## src/hdl/pdwt_defines.svh

```systemverilog
`ifndef PDWT_DEFINES_SVH
`define PDWT_DEFINES_SVH

// register byte offsets
`define PDWT_OFF_W0_BASE    8'h00
`define PDWT_OFF_W0_MASK    8'h04
`define PDWT_OFF_W0_TRANS   8'h08
`define PDWT_OFF_W1_BASE    8'h10
`define PDWT_OFF_W1_MASK    8'h14
`define PDWT_OFF_W1_TRANS   8'h18
`define PDWT_OFF_HOLE_CTRL  8'h20
`define PDWT_OFF_STATUS     8'h24
`define PDWT_WIN_STRIDE     8'h10

// window base/control fields
`define PDWT_BASE_START_HI  31
`define PDWT_BASE_START_LO  20
`define PDWT_BASE_EN_BIT    19
`define PDWT_BASE_SG_BIT    18
`define PDWT_BASE_END_HI    11
`define PDWT_BASE_END_LO    0

// size mask and translation base fields
`define PDWT_MASK_HI        30
`define PDWT_MASK_LO        20
`define PDWT_TRANS_HI       30
`define PDWT_TRANS_LO       9

// page table entry: frame number position inside the selected quadword
`define PDWT_PFN_LSB        1
`define PDWT_PFN_W          19

// reset values
`define PDWT_RST_WORD       32'h0000_0000

`endif

```

## src/hdl/pdwt_pkg.sv

```systemverilog
package pdwt_pkg;

    typedef logic [31:0] pdwt_word_t;
    typedef logic [33:0] pdwt_sys_addr_t;

    // one window's register set, only implemented bits held
    typedef struct packed {
        logic [11:0] start;
        logic        enable;
        logic        sg_sel;
        logic [11:0] stop;
        logic [10:0] size_mask;
        logic [21:0] trans_base;   // bits 30:9
    } pdwt_win_s;

    // system bus request toward memory
    typedef struct packed {
        logic           is_pte;
        logic           win;
        pdwt_sys_addr_t addr;
    } pdwt_sys_req_s;

    typedef enum logic [1:0] {
        PDWT_IDLE     = 2'b01,
        PDWT_PTE_WAIT = 2'b10
    } pdwt_state_e;

endpackage

```

## src/hdl/pdwt_translate.sv

```systemverilog
// Our own choices: the plain strobed port and the placing of the registers.
`include "pdwt_defines.svh"

module pdwt_translate
    import pdwt_pkg::*;
#(
    parameter logic [31:0] HOLE0_BASE = 32'h000A_0000,
    parameter logic [31:0] HOLE0_SIZE = 32'h0002_0000,
    parameter logic [31:0] HOLE1_BASE = 32'h000C_0000,
    parameter logic [31:0] HOLE1_SIZE = 32'h0004_0000
) (
    input  wire logic          i_core_clk,
    input  wire logic          i_rstn,
    input  wire logic [7:0]    i_reg_addr,
    input  wire logic [31:0]   i_reg_wdata,
    input  wire logic          i_reg_wr,
    input  wire logic          i_reg_rd,
    output logic [31:0]        o_reg_rdata,
    input  wire logic          i_pci_req,
    input  wire logic [31:0]   i_pci_addr,
    output logic               o_pci_claim,
    output logic               o_busy,
    output logic               o_sys_req,
    output pdwt_sys_req_s      o_sys,
    input  wire logic          i_pte_valid,
    input  wire logic [127:0]  i_pte_data
);

    logic [1:0]     rst_sync_q;
    logic           rstn;
    pdwt_win_s      win_q [2];
    logic [1:0]     hole_en_q;
    logic [31:0]    rdata_d;
    logic [31:0]    rdata_q;
    pdwt_state_e    state_q;
    logic [31:0]    req_addr_q;
    logic           req_win_q;
    logic           claim_q;
    logic           sys_req_q;
    pdwt_sys_req_s  sys_q;
    logic [5:0]     status_q;

    // reset release through two flops
    always_ff @(posedge i_core_clk or negedge i_rstn) begin
        if (!i_rstn) begin
            rst_sync_q <= 2'h0;
        end else begin
            rst_sync_q <= {rst_sync_q[0], 1'b1};
        end
    end
    assign rstn = rst_sync_q[1];

    // register writes
    always_ff @(posedge i_core_clk or negedge rstn) begin
        if (!rstn) begin
            win_q[0]  <= '0;
            win_q[1]  <= '0;
            hole_en_q <= 2'h0;
        end else if (i_reg_wr) begin
            for (int w = 0; w < 2; w++) begin
                if (i_reg_addr == `PDWT_OFF_W0_BASE + 8'(w) * `PDWT_WIN_STRIDE) begin
                    win_q[w].start  <= i_reg_wdata[`PDWT_BASE_START_HI:`PDWT_BASE_START_LO];
                    win_q[w].enable <= i_reg_wdata[`PDWT_BASE_EN_BIT];
                    win_q[w].sg_sel <= i_reg_wdata[`PDWT_BASE_SG_BIT];
                    win_q[w].stop   <= i_reg_wdata[`PDWT_BASE_END_HI:`PDWT_BASE_END_LO];
                end
                if (i_reg_addr == `PDWT_OFF_W0_MASK + 8'(w) * `PDWT_WIN_STRIDE) begin
                    win_q[w].size_mask <= i_reg_wdata[`PDWT_MASK_HI:`PDWT_MASK_LO];
                end
                if (i_reg_addr == `PDWT_OFF_W0_TRANS + 8'(w) * `PDWT_WIN_STRIDE) begin
                    win_q[w].trans_base <= i_reg_wdata[`PDWT_TRANS_HI:`PDWT_TRANS_LO];
                end
            end
            if (i_reg_addr == `PDWT_OFF_HOLE_CTRL) begin
                hole_en_q <= i_reg_wdata[1:0];
            end
        end
    end

    // read mux; unmapped offsets read zero
    always_comb begin
        rdata_d = `PDWT_RST_WORD;
        for (int w = 0; w < 2; w++) begin
            if (i_reg_addr == `PDWT_OFF_W0_BASE + 8'(w) * `PDWT_WIN_STRIDE) begin
                rdata_d = {win_q[w].start, win_q[w].enable, win_q[w].sg_sel,
                           6'h00, win_q[w].stop};
            end
            if (i_reg_addr == `PDWT_OFF_W0_MASK + 8'(w) * `PDWT_WIN_STRIDE) begin
                rdata_d = {1'b0, win_q[w].size_mask, 20'h00000};
            end
            if (i_reg_addr == `PDWT_OFF_W0_TRANS + 8'(w) * `PDWT_WIN_STRIDE) begin
                rdata_d = {1'b0, win_q[w].trans_base, 9'h000};
            end
        end
        if (i_reg_addr == `PDWT_OFF_HOLE_CTRL) begin
            rdata_d = {30'h0000_0000, hole_en_q};
        end
        if (i_reg_addr == `PDWT_OFF_STATUS) begin
            rdata_d = {26'h000_0000, status_q};
        end
    end

    always_ff @(posedge i_core_clk or negedge rstn) begin
        if (!rstn) begin
            rdata_q <= `PDWT_RST_WORD;
        end else if (i_reg_rd) begin
            rdata_q <= rdata_d;
        end else begin
            rdata_q <= `PDWT_RST_WORD;
        end
    end
    assign o_reg_rdata = rdata_q;

    // a stray mask bit above a gap is ignored, so the size stays a power of two
    function automatic logic [10:0] clean_mask(input logic [10:0] m);
        logic [10:0] c;
        c[0] = m[0];
        for (int i = 1; i < 11; i++) begin
            c[i] = m[i] & c[i-1];
        end
        return c;
    endfunction

    function automatic pdwt_sys_addr_t direct_addr(input pdwt_win_s w, input logic [31:0] a);
        logic [10:0] m;
        logic [10:0] hi;
        m  = clean_mask(w.size_mask);
        hi = (w.trans_base[21:11] & ~m) | (a[30:20] & m);
        return {3'h0, hi, a[19:5], 5'h00};
    endfunction

    function automatic pdwt_sys_addr_t pte_addr(input pdwt_win_s w, input logic [31:0] a);
        logic [10:0] m;
        logic [10:0] mid;
        m   = clean_mask(w.size_mask);
        mid = (w.trans_base[10:0] & ~m) | (a[30:20] & m);
        return {3'h0, w.trans_base[20:11], mid, a[19:14], 4'h0};
    endfunction

    logic [1:0]  hit;
    logic        in_hole;
    logic        sel_win;
    logic        any_hit;
    pdwt_win_s   sel;
    logic [63:0] pte_qw;

    for (genvar g = 0; g < 2; g++) begin : g_win
        assign hit[g] = win_q[g].enable &&
                        (i_pci_addr[31:20] >= win_q[g].start) &&
                        (i_pci_addr[31:20] <= win_q[g].stop);
    end

    assign in_hole = (hole_en_q[0] && (i_pci_addr - HOLE0_BASE) < HOLE0_SIZE) ||
                     (hole_en_q[1] && (i_pci_addr - HOLE1_BASE) < HOLE1_SIZE);
    // windows never overlap when set up right; window 0 wins otherwise
    assign sel_win = !hit[0];
    assign sel     = win_q[sel_win];
    assign any_hit = (|hit) && !in_hole;

    // requests arriving while busy are dropped; the caller watches o_busy
    always_ff @(posedge i_core_clk or negedge rstn) begin
        if (!rstn) begin
            state_q    <= PDWT_IDLE;
            req_addr_q <= 32'h0000_0000;
            req_win_q  <= 1'b0;
            claim_q    <= 1'b0;
            sys_req_q  <= 1'b0;
            sys_q      <= '0;
        end else begin
            claim_q   <= 1'b0;
            sys_req_q <= 1'b0;
            unique case (state_q)
                PDWT_IDLE: begin
                    if (i_pci_req && any_hit) begin
                        claim_q    <= 1'b1;
                        sys_req_q  <= 1'b1;
                        req_addr_q <= i_pci_addr; // keeps bit 13 for the entry pick
                        req_win_q  <= sel_win;
                        sys_q.win  <= sel_win;
                        if (sel.sg_sel) begin
                            sys_q.is_pte <= 1'b1;
                            sys_q.addr   <= pte_addr(sel, i_pci_addr);
                            state_q      <= PDWT_PTE_WAIT;
                        end else begin
                            sys_q.is_pte <= 1'b0;
                            sys_q.addr   <= direct_addr(sel, i_pci_addr);
                        end
                    end
                end
                PDWT_PTE_WAIT: begin
                    if (i_pte_valid) begin
                        sys_req_q    <= 1'b1;
                        sys_q.is_pte <= 1'b0;
                        sys_q.win    <= req_win_q;
                        sys_q.addr   <= {pte_qw[`PDWT_PFN_LSB +: `PDWT_PFN_W],
                                         req_addr_q[12:0], 2'h0};
                        state_q      <= PDWT_IDLE;
                    end
                end
            endcase
        end
    end

    assign pte_qw = req_addr_q[13] ? i_pte_data[127:64] : i_pte_data[63:0];

    // status: last decode outcome and busy
    always_ff @(posedge i_core_clk or negedge rstn) begin
        if (!rstn) begin
            status_q <= 6'h00;
        end else begin
            status_q[0] <= (state_q == PDWT_PTE_WAIT) && !i_pte_valid ||
                           (state_q == PDWT_IDLE) && i_pci_req && any_hit && sel.sg_sel;
            if (state_q == PDWT_IDLE && i_pci_req) begin
                status_q[1] <= any_hit;
                status_q[2] <= sel_win;
                status_q[3] <= any_hit && sel.sg_sel;
                status_q[4] <= (|hit) && in_hole;
                status_q[5] <= !(|hit);
            end
        end
    end

    assign o_pci_claim = claim_q;
    assign o_sys_req   = sys_req_q;
    assign o_sys       = sys_q;
    assign o_busy      = status_q[0];

endmodule

```

## config.mk

```make
export PLATFORM = sky130hd
export DESIGN_NAME = pdwt_translate
export DESIGN_NICKNAME = d
export VERILOG_FILES = /design/src/hdl/pdwt_pkg.sv /design/src/hdl/pdwt_translate.sv
export VERILOG_INCLUDE_DIRS = /design/src /design/src/hdl
export SDC_FILE = /design/constraint.sdc
export NUM_CORES = 1
export LEC_CHECK = 0
export ABC_AREA = 1
export BUFFER_PORTS_ARGS = -buffer_cell sky130_fd_sc_hd__buf_2
export CAP_MARGIN = 20
export CORE_ASPECT_RATIO = 1.5
export CORE_MARGIN = 2
export CORE_UTILIZATION = 40
export CTS_CLUSTER_SIZE = 40
export DETAILED_ROUTE_END_ITERATION = 8
export GPL_TIMING_DRIVEN = 0
export SETUP_SLACK_MARGIN = 0.3
export SYNTH_ARGS = -nofsm -noshare
export SYNTH_HDL_FRONTEND = slang
export SYNTH_SLANG_ARGS = --single-unit
```

## constraint.sdc

```tcl
create_clock -name i_core_clk -period 14.8 [get_ports i_core_clk]
set_clock_uncertainty 0.15 [all_clocks]
set_input_delay 2.22 -clock i_core_clk [delete_from_list [all_inputs] [get_ports i_core_clk]]
set_output_delay 2.22 -clock i_core_clk [all_outputs]
set_load 0.02 [all_outputs]
```

**Yosys cells after proc, flatten, opt, wreduce, memory -nomap -nowiden**

Index checks and enable logic that the tools add are counted.

- Register bits after elaboration: 215
- Bits of input ports: 206
- Output and inout bits: 71
- Word-level logic and storage cells: 121

- Add/subtract/negate cells: 2
- Magnitude comparators: 7
- Eq/ne operators: 12
- Multiplexer cells: 26
- Bitwise logic cells: 17
- Reductions and logical operators: 32

Operator list:

| cell | number |
|---|---|
| $mux 32 | 9 |
| $mux 46 | 3 |
| $mux 36 | 2 |
| $pmux 36 s2 | 1 |
| $sub 32x20->32 const B | 2 |
| $and 11x11->11 | 3 |
| $lt 32x18->1 const B | 1 |
| $lt 32x19->1 const B | 1 |
| $mux 31 | 1 |
| $eq 8x5->1 const B | 3 |
| $ge 12x12->1 | 2 |
| $le 12x12->1 | 2 |
| $or 11x11->11 | 2 |
| $mux 20 | 1 |
| $reduce_and 2->1 | 9 |
| $eq 8x6->1 const B | 2 |
| $logic_and 1x1->1 | 14 |
| $not 11->11 | 1 |
| $and 1x1->1 | 10 |
| $eq 8x3->1 const B | 1 |
| $eq 8x4->1 const B | 1 |
| $logic_not 8->1 | 1 |
| $mux 2 | 3 |
| $ne 2x2->1 const B | 3 |
| 11 further kinds | 18 |

**Longest topological paths before layout**

Gate-level depths: netlist of the first run.

- Depth after elaboration: 24
- Gate-level depth with buffers: 23
- Depth with buffers taken out: 22

**Worst setup path before layout of the first run**

OpenSTA, ideal clock, no wires.

- Kind: input to register
- From: input i_pci_addr[31]
- To: register sys_q, in the netlist o_sys[28]
- Setup time: 0.123 ns
- Arrival: 4.200 ns
- Required time: 14.527 ns
- Path slack: 10.327 ns
- Stages on the path: 20
- Path buffers: 1
- Cells stage by stage: ha_1 -> nand2_1 -> nor2_2 -> nand2_1 -> nor2_1 -> nor2_1 -> nand2_1 -> nand3_2 -> buf_6 -> nand2_1 -> nand2_1 -> nand3_4 -> nor2_2 -> nand4_2 -> nor2_4 -> nand2_1 -> nand2_1 -> nand3_1 -> a21oi_1 -> o21ai_1

- Longest elaborated chain between the ends: 22
- Elaborated cells on any way between the ends: 41
- Classes of those cells: 2 x add/sub; 6 x order compare; 1 x eq/ne; 6 x mux; 13 x bitwise; 13 x reduce/logical

RTL lines:

| what | line | source |
|---|---|---|
| start, declared | pdwt_translate.sv:20 | `input wire logic [31:0] i_pci_addr,` |
| $ge 12x12->1 | pdwt_translate.sv:149 | `(i_pci_addr[31:20] >= win_q[g].start) &&` |
| $logic_and 1x1->1 | pdwt_translate.sv:148 | `assign hit[g] = win_q[g].enable &&` |
| $logic_and 1x1->1 | pdwt_translate.sv:149 |  |
| $logic_not 1->1 | pdwt_translate.sv:156 | `assign sel_win = !hit[0];` |
| $not 1->2 (not written as such) | pdwt_translate.sv:157 | `assign sel = win_q[sel_win];` |
| $mux 46 (not written as such) (3 in series) | pdwt_translate.sv:157 |  |
| $and 1x1->1 (8 in series) | pdwt_translate.sv:119 | `c[i] = m[i] & c[i-1];` |
| $not 11->11 | pdwt_translate.sv:128 | `hi = (w.trans_base[21:11] & ~m) \| (a[30:20] & m);` |
| $and 11x11->11 | pdwt_translate.sv:128 |  |
| $or 11x11->11 | pdwt_translate.sv:128 |  |
| $mux 31 | pdwt_translate.sv:180 | `if (sel.sg_sel) begin` |
| $mux 36 | pdwt_translate.sv:174 | `if (i_pci_req && any_hit) begin` |
| $pmux 36 s2 | pdwt_translate.sv:172 | `unique case (state_q)` |
| end, declared | pdwt_translate.sv:40 | `pdwt_sys_req_s sys_q;` |

Several ways; a longest one is shown, not always the timed one. The select of a mux whose other input is x is not followed.
A chain may end at the register's enable or synchronous reset.

**Final worst setup path of the first run**

- From: input i_pci_addr[27]
- To: register sys_q, in the netlist o_sys[21]

- Longest elaborated chain between the ends: 15
- Elaborated cells on any way between the ends: 34
- Classes of those cells: 2 x add/sub; 6 x order compare; 1 x eq/ne; 6 x mux; 6 x bitwise; 13 x reduce/logical

RTL lines:

| what |
|---|
| branches (longest 15 deep; another with $sub 32x20->32) |

Parallel ways; which one is timed is not known. The select of a mux whose other input is x is not followed.

==> flow_summary.yaml, run 1 <==
cts:
  cts_tree: "done"
  clockBufferDepth: 3
  cts_root_buf: "clkbuf_16"
  clock_sinks: 213
  clkLatencyLatePin_ps: 530
  numCtsBuffers: 23
  cts_hold_buf: 0
  post-cts-setup-buffer-count: 0
  cts_resized: 0
  htreeDepth: 1
  clk_pin_slew_worst_paths_ps: 60
floorplan:
  num_io_pins: 277
  core_sq_mm: 0.0285
  die_h_microns: 212
  die_w_microns: 142
  start_util_pct: 40.3
  dieArea_sq_mm: 0.0302
  rows: 76
pwr:
  cellLeakagePower_nw: 6.86
  vdd_ir_drop_max_mv: 0.0659
  total_power_mw: 1.58
  p_per_area_mw_per_mm2: 114
timing:
  rsz0062_at_grt: "no"
  hold_viol_final: 0
  setup_tns_ps: 0
  fmax_ghz: 0.192
  slew_headroom_pct: 52.7
  setup_violations: 0
  timing.final.crit_share_pct: 35.1
  setup_ws_ps: 9600
  worst_pin_slew_ps: 707
  period_needed_ps: 5200
  drv_slew: 0
setup_path:
  critPathTopFamily: "compound AO/OA/AOI/OAI gates"
  reg2reg_setup_slack_ps: 11150
  cp_data_arrival_time_ps: 5470
  worst_setup_path_start_kind: "primary input"
  crit_type: "primary input to flop"
  end_kind: "flop"
  max_stage_delay_ps: 480
  r2r-end: "o_sys[21]$_DFFE_PN0P_"
  cp_max_fo: 10
  r2r_cells: 19
  path_cells: "buf_2, ha_1, nand2_1, nand2_1, nand2_1, nand3_1, nor2_1, nand2_1, nand3_2, buf_6, inv_4, o21ai_2, inv_2, clkbuf_1, o21ai_0, o21ai_0, nand2_1, nand2_1"
  required_ps: 15070
  slowest_stage: "o21ai_2"
  path_buf_inv: 5
  critPathMostFrequentCell: "nand2_1"
  reg2reg_from: "win_q[103]$_DFFE_PN0P_"
yosys:
  post_synth_num_cell_types: 54
  yosys.area.top_type: "dfrtp_1"
  synthTopCellsByCount: "nand2_1 (431), dfrtp_1 (212), o21ai_0 (204)"
  yosysMostFrequentCell: "nand2_1"
  synth_enable_flop_cells: 0
  synthesis.area_sq_mm: 0.0115
  synth-seq-cells: 213
  synthCells: 1486
  yosys_warnings: 0
  synth-main-ff-cell: "dfrtp_1"
  synth.avg_cell_area_sq_um: 7.74
  yosys-top-cells-area: "dfrtp_1 (46%), nand2_1 (14%), o21ai_0 (8.9%), inv_1 (5.8%), ha_1 (5.3%)"
  synth_top_area_share_pct: 46.1
  ys_seq_area_share_pct: 46.4
  ys_async_sr_fraction_pct: 100
route:
  drtPass1Iterations: 5
  ant_nets: 0
  drc: 0
  totalWireLength_mm: 39.9
  vias_per_cell: 5.29
  post_drt_wl_per_cell_microns: 19.3
  num_vias: 10900
  drtIter0Drc: 675
global_routing:
  track_usage_pct: 26.5
  grt_pass1_wl_mm: 60.4
  overflow: 0
  grt_max_degree: 57
  antenna_found_initial: 0
  grt_pass1_vias: 10500
job:
  drv_cap: 0
place:
  port_buffers: 183
  pre_cts_slack_ps: 9130
  gp_congestion: 0.934
  hpwlAfterDp_mm: 31.1
cells_and_area:
  area.growth.synth_to_final_pct: 19.7
  layout-drive-gt1-share_pct: 16.7
  antennaDiodeCount: 0
  final_nets: 1954
run_status:
  outcome: "finished clean"
min_path:
  hold_path_class: "flop to asynchronous set/reset pin"
==> state kept, by name, summed over array words and instances (netlist names), 2 cells and up <==
| signal | count |
|---|---|
| state_q | 2 |
| hole_en_q | 2 |
| o_reg_rdata | 32 |
| rst_sync_q | 2 |
| status_q | 6 |
| req_addr_q | 14 |
| o_sys | 34 |
| win_q | 118 |
==> report_power, final <==
| group | total (mW) | switching (mW) | internal, mW | leakage (nW) |
|---|---|---|---|---|
| clock | 0.622 | 0.248 | 0.374 | 0.386 |
| combinational | 0.274 | 0.180 | 0.0947 | 3.60 |
| sequential | 0.679 | 0.0373 | 0.642 | 2.88 |
==> cell usage in the layout, fill, tap and decap left out, types with 4 or more instances in the layout <==
master and count:
ha_1 49, o22ai_1 15, o221ai_1 8, nand4_1 12, o21ai_0 204, o31ai_1 5
a211oi_1 6, nand3_1 31, bufinv_16 4, clkbuf_8 4, clkinv_2 4, inv_2 7
a31oi_1 8, dfrtp_1 211, nor2_2 8, clkbuf_16 23, clkinvlp_4 4, inv_1 178
o21a_1 6, nor2_1 82, o211ai_1 10, nor3_1 4, clkbuf_1 44, nand2_1 431
buf_2 196, o21ai_1 13, mux2i_1 4, a21oi_1 84, nand2_2 6
==> logic make-up (layout without fill, tap and decap cells) <==
group,count (synthesis),in the layout,share of synthesized area (%)
AOI/OAI and AO/OA,375,375,18.0
xor gates and xnor gates,3,3,0.228
adders and majority gates,49,49,5.33
buffers and inverters,251,478,8.65
DFF,213,213,46.4
muxes,4,4,0.348
other,2,3,0.0653
and+or+nand+nor,589,589,21.0
==> worst max path at each step <==
stage	start	endpoint	slack (ps)	cells after the start
floorplan	rst_sync_q[1]$_DFF_PN0_	hole_en_q[0]$_DFFE_PN0P_	8280	0
detailed placement	i_pci_addr[27]	o_sys[21]$_DFFE_PN0P_	9130	18
CTS	i_pci_addr[27]	o_sys[21]$_DFFE_PN0P_	9650	18
global route	i_pci_addr[27]	o_sys[21]$_DFFE_PN0P_	9470	18
finish	i_pci_addr[27]	o_sys[21]$_DFFE_PN0P_	9600	18
global placement	rst_sync_q[1]$_DFF_PN0_	o_reg_rdata[15]$_DFF_PN0_	5680	0
==> layer usage <==
layer	track usage (%)	routed length, microns
met5	0	0
met4	10.4	1600
met2	47.6	20300
met3	2.90	2140
met1	32.2	15800
==> through the flow <==
stage                     cells  utilization (%)  cell area (sq um)  hold WS (ps)
after floorplan            1487                -              11500           181
after global placement     2021             45.1              12900           188
after detailed placement   2025             45.5              13000           118
after CTS                  2065             48.3              13800           124
after global routing       2065             48.3              13800           146
final                      2065             48.3              13800           109
==> cell type report <==
class,instances,area (sq um)
well taps,351,439
plain buffers,63,287
flip-flops and latches,213,5340
fillers,2898,14800
clock inverters,12,170
multi-input cells,1023,5180
inverters,188,708
clock buffers,28,634
repair buffers,187,1020
==> worst reg2reg max path: stages (launching register included) <==
cell      delay [ps]
dfrtp_1          380
inv_1             70
ha_1             290
nand2_1           80
inv_2             60
nand2_2           60
nor2_2           120
nand2_1           60
nand3_1           60
nand2_1          170
nand3_2          140
buf_6            170
inv_4             90
o21ai_2          480
inv_2            100
clkbuf_1         250
o21ai_0          470
o21ai_0          190
nand2_1          100
nand2_1           50
Power figures use the tool's default switching activity.
==> inputs of run 2 (changes only) <==
- clock period: 14.8 -> 4.4 ns (I/O delays scaled with it)
==> flow_summary.yaml, run 2 (same netlist as run 1, synthesis figures left out) <==
cts:
  cts_tree: "done"
  clkLatencyLatePin_ps: 540
  clk_pin_slew_worst_paths_ps: 60
  clock_sinks: 213
  post-cts-setup-buffer-count: 0
  numCtsBuffers: 22
  clockBufferDepth: 3
  cts_root_buf: "clkbuf_16"
  htreeDepth: 1
  cts_resized: 0
route:
  ant_nets: 0
  drtIter0Drc: 740
  post_drt_wl_per_cell_microns: 19.4
  totalWireLength_mm: 40.1
  drtPass1Iterations: 5
  vias_per_cell: 5.26
  num_vias: 10900
  drc: 0
pwr:
  cellLeakagePower_nw: 6.84
  vdd_ir_drop_max_mv: 0.215
  p_per_area_mw_per_mm2: 372
global_routing:
  overflow: 0
  antenna_found_initial: 0
  grt_max_degree: 53
  grt_pass1_wl_mm: 61.0
  track_usage_pct: 26.6
  grt_pass1_vias: 10800
setup_path:
  r2r_cells: 16
  end_kind: "flop"
  worst_setup_path_start_kind: "primary input"
  cp_max_fo: 10
  setup.worst_path.start: "i_pci_addr[27]"
  crit_path_end: "o_sys[21]$_DFFE_PN0P_"
  reg2reg_from: "win_q[117]$_DFFE_PN0P_"
  r2r-end: "o_sys[21]$_DFFE_PN0P_"
  required_ps: 4660
  reg2reg_setup_slack_ps: 780
  cp_data_arrival_time_ps: 3880
  crit_type: "primary input to flop"
place:
  pre_cts_slack_ps: 304
  hpwlAfterDp_mm: 31.3
  gp_congestion: 0.900
  port_buffers: 183
timing:
  setup_violations: 0
  setup_ws_ps: 779
  worst_pin_slew_ps: 758
  rsz0062_at_grt: "no"
  fmax_ghz: 0.276
  slew_headroom_pct: 49.5
  drv_slew: 0
  hold_viol_final: 0
  period_needed_ps: 3620
  timing.final.crit_share_pct: 82.3
  fin_hold_ws_ps: 103
cells_and_area:
  antennaDiodeCount: 0
  seqCellArea_sq_mm: 0.00534
  multi_input_area_sq_mm: 0.00518
  layout-drive-gt1-share_pct: 16.5
  final_nets: 1954
  layout_commonest_cell: "nand2_1"
  largest_register: "win_q"
  area.growth.synth_to_final_pct: 19.2
  final_cell_mix: "nand2_1 (431), dfrtp_1 (211), o21ai_0 (204)"
  fillCellCount: 2908
  utilization_pct: 48.1
  largest_reg_flops: 118
floorplan:
  die_w_microns: 142
  core_sq_mm: 0.0285
  start_util_pct: 40.3
  rows: 76
  dieArea_sq_mm: 0.0302
  num_io_pins: 277
  die_h_microns: 212
run_status:
  outcome: "finished clean"
job:
  drv_cap: 0
min_path:
  hold_path_class: "flop to asynchronous set/reset pin"
[run 2: cell types whose count changed in the layout (fill, tap and decap cells not counted), sizes merged]
cell / before / now
clkbuf: 71 / 78
bufinv: 4 / 0
clkinvlp: 4 / 0
clkinv: 6 / 7
dlygate4sd3: 0 / 1
[run 2: cell type report]
type                            count  share of cell area (%)
Buffer                             63                    2.09
Clock inverter                      5                   0.265
Multi-Input combinational cell   1023                    37.8
Sequential cell                   213                    38.9
Tap cell                          351                    3.20
Timing Repair Buffer              188                    7.56
Clock buffer                       35                    5.03
Inverter                          188                    5.17
[run 2: per-layer routing]
metal / wire (microns) / up-vias / part of all wire (%) / track usage (%)
met5: 0 / - / 0 / 0
met2: 20300 / 398 / 51 / 47.7
met3: 2150 / 86 / 5.4 / 3.19
li1: - / 5259 / - / -
met4: 1880 / 0 / 4.7 / 11.7
met1: 15700 / 5127 / 39 / 31.7
[run 2: worst min path at each step]
stage | start | endpoint | cells after the start
after floorplan | rst_sync_q[0]$_DFF_PN0_ | rst_sync_q[1]$_DFF_PN0_ | 0
after global placement | rst_sync_q[0]$_DFF_PN0_ | rst_sync_q[1]$_DFF_PN0_ | 0
after detailed placement | rst_sync_q[1]$_DFF_PN0_ | win_q[99]$_DFFE_PN0P_ | 0
after CTS | rst_sync_q[1]$_DFF_PN0_ | win_q[99]$_DFFE_PN0P_ | 0
after global routing | rst_sync_q[1]$_DFF_PN0_ | win_q[94]$_DFFE_PN0P_ | 0
final | rst_sync_q[1]$_DFF_PN0_ | win_q[40]$_DFFE_PN0P_ | 0
[run 2: what timing repair did]
| item | in CTS | in global routing |
|---|---|---|
| endpoints found under the hold margin | 2 | 0 |
| endpoints found under the setup margin | 0 | 0 |
| hold buffers | 1 | 0 |
[run 2: where the power goes]
part | internal (mW) | leakage, nW | switching, mW
combinational | 0.320 | 3.60 | 0.608
clock | 1.08 | 0.363 | 0.808
sequential | 2.16 | 2.88 | 0.127
total | 3.55 | 6.84 | 1.54
[run 2: critical path, cell delays in order]
cell      delay, ps
buf_2           340
ha_1            320
nand2_1          70
nand2_1          50
nand2_1          60
nand3_1          60
nor2_1          200
nand2_1         110
nand3_2         100
buf_6           180
inv_4            90
o21ai_2         500
inv_2           100
clkbuf_1        230
o21ai_0         440
o21ai_0         190
nand2_1         110
nand2_1          50
[run 2: stage by stage]
step	area [sq um]	std cells	total power, mW	TNS, ps
floorplan	11500	1487	2.86	0
global placement	12900	2021	3.21	-130990
detailed placement	13000	2025	3.25	0
CTS	13700	2066	5.14	0
global route	13700	2066	5.34	0
finish	13700	2066	5.10	0
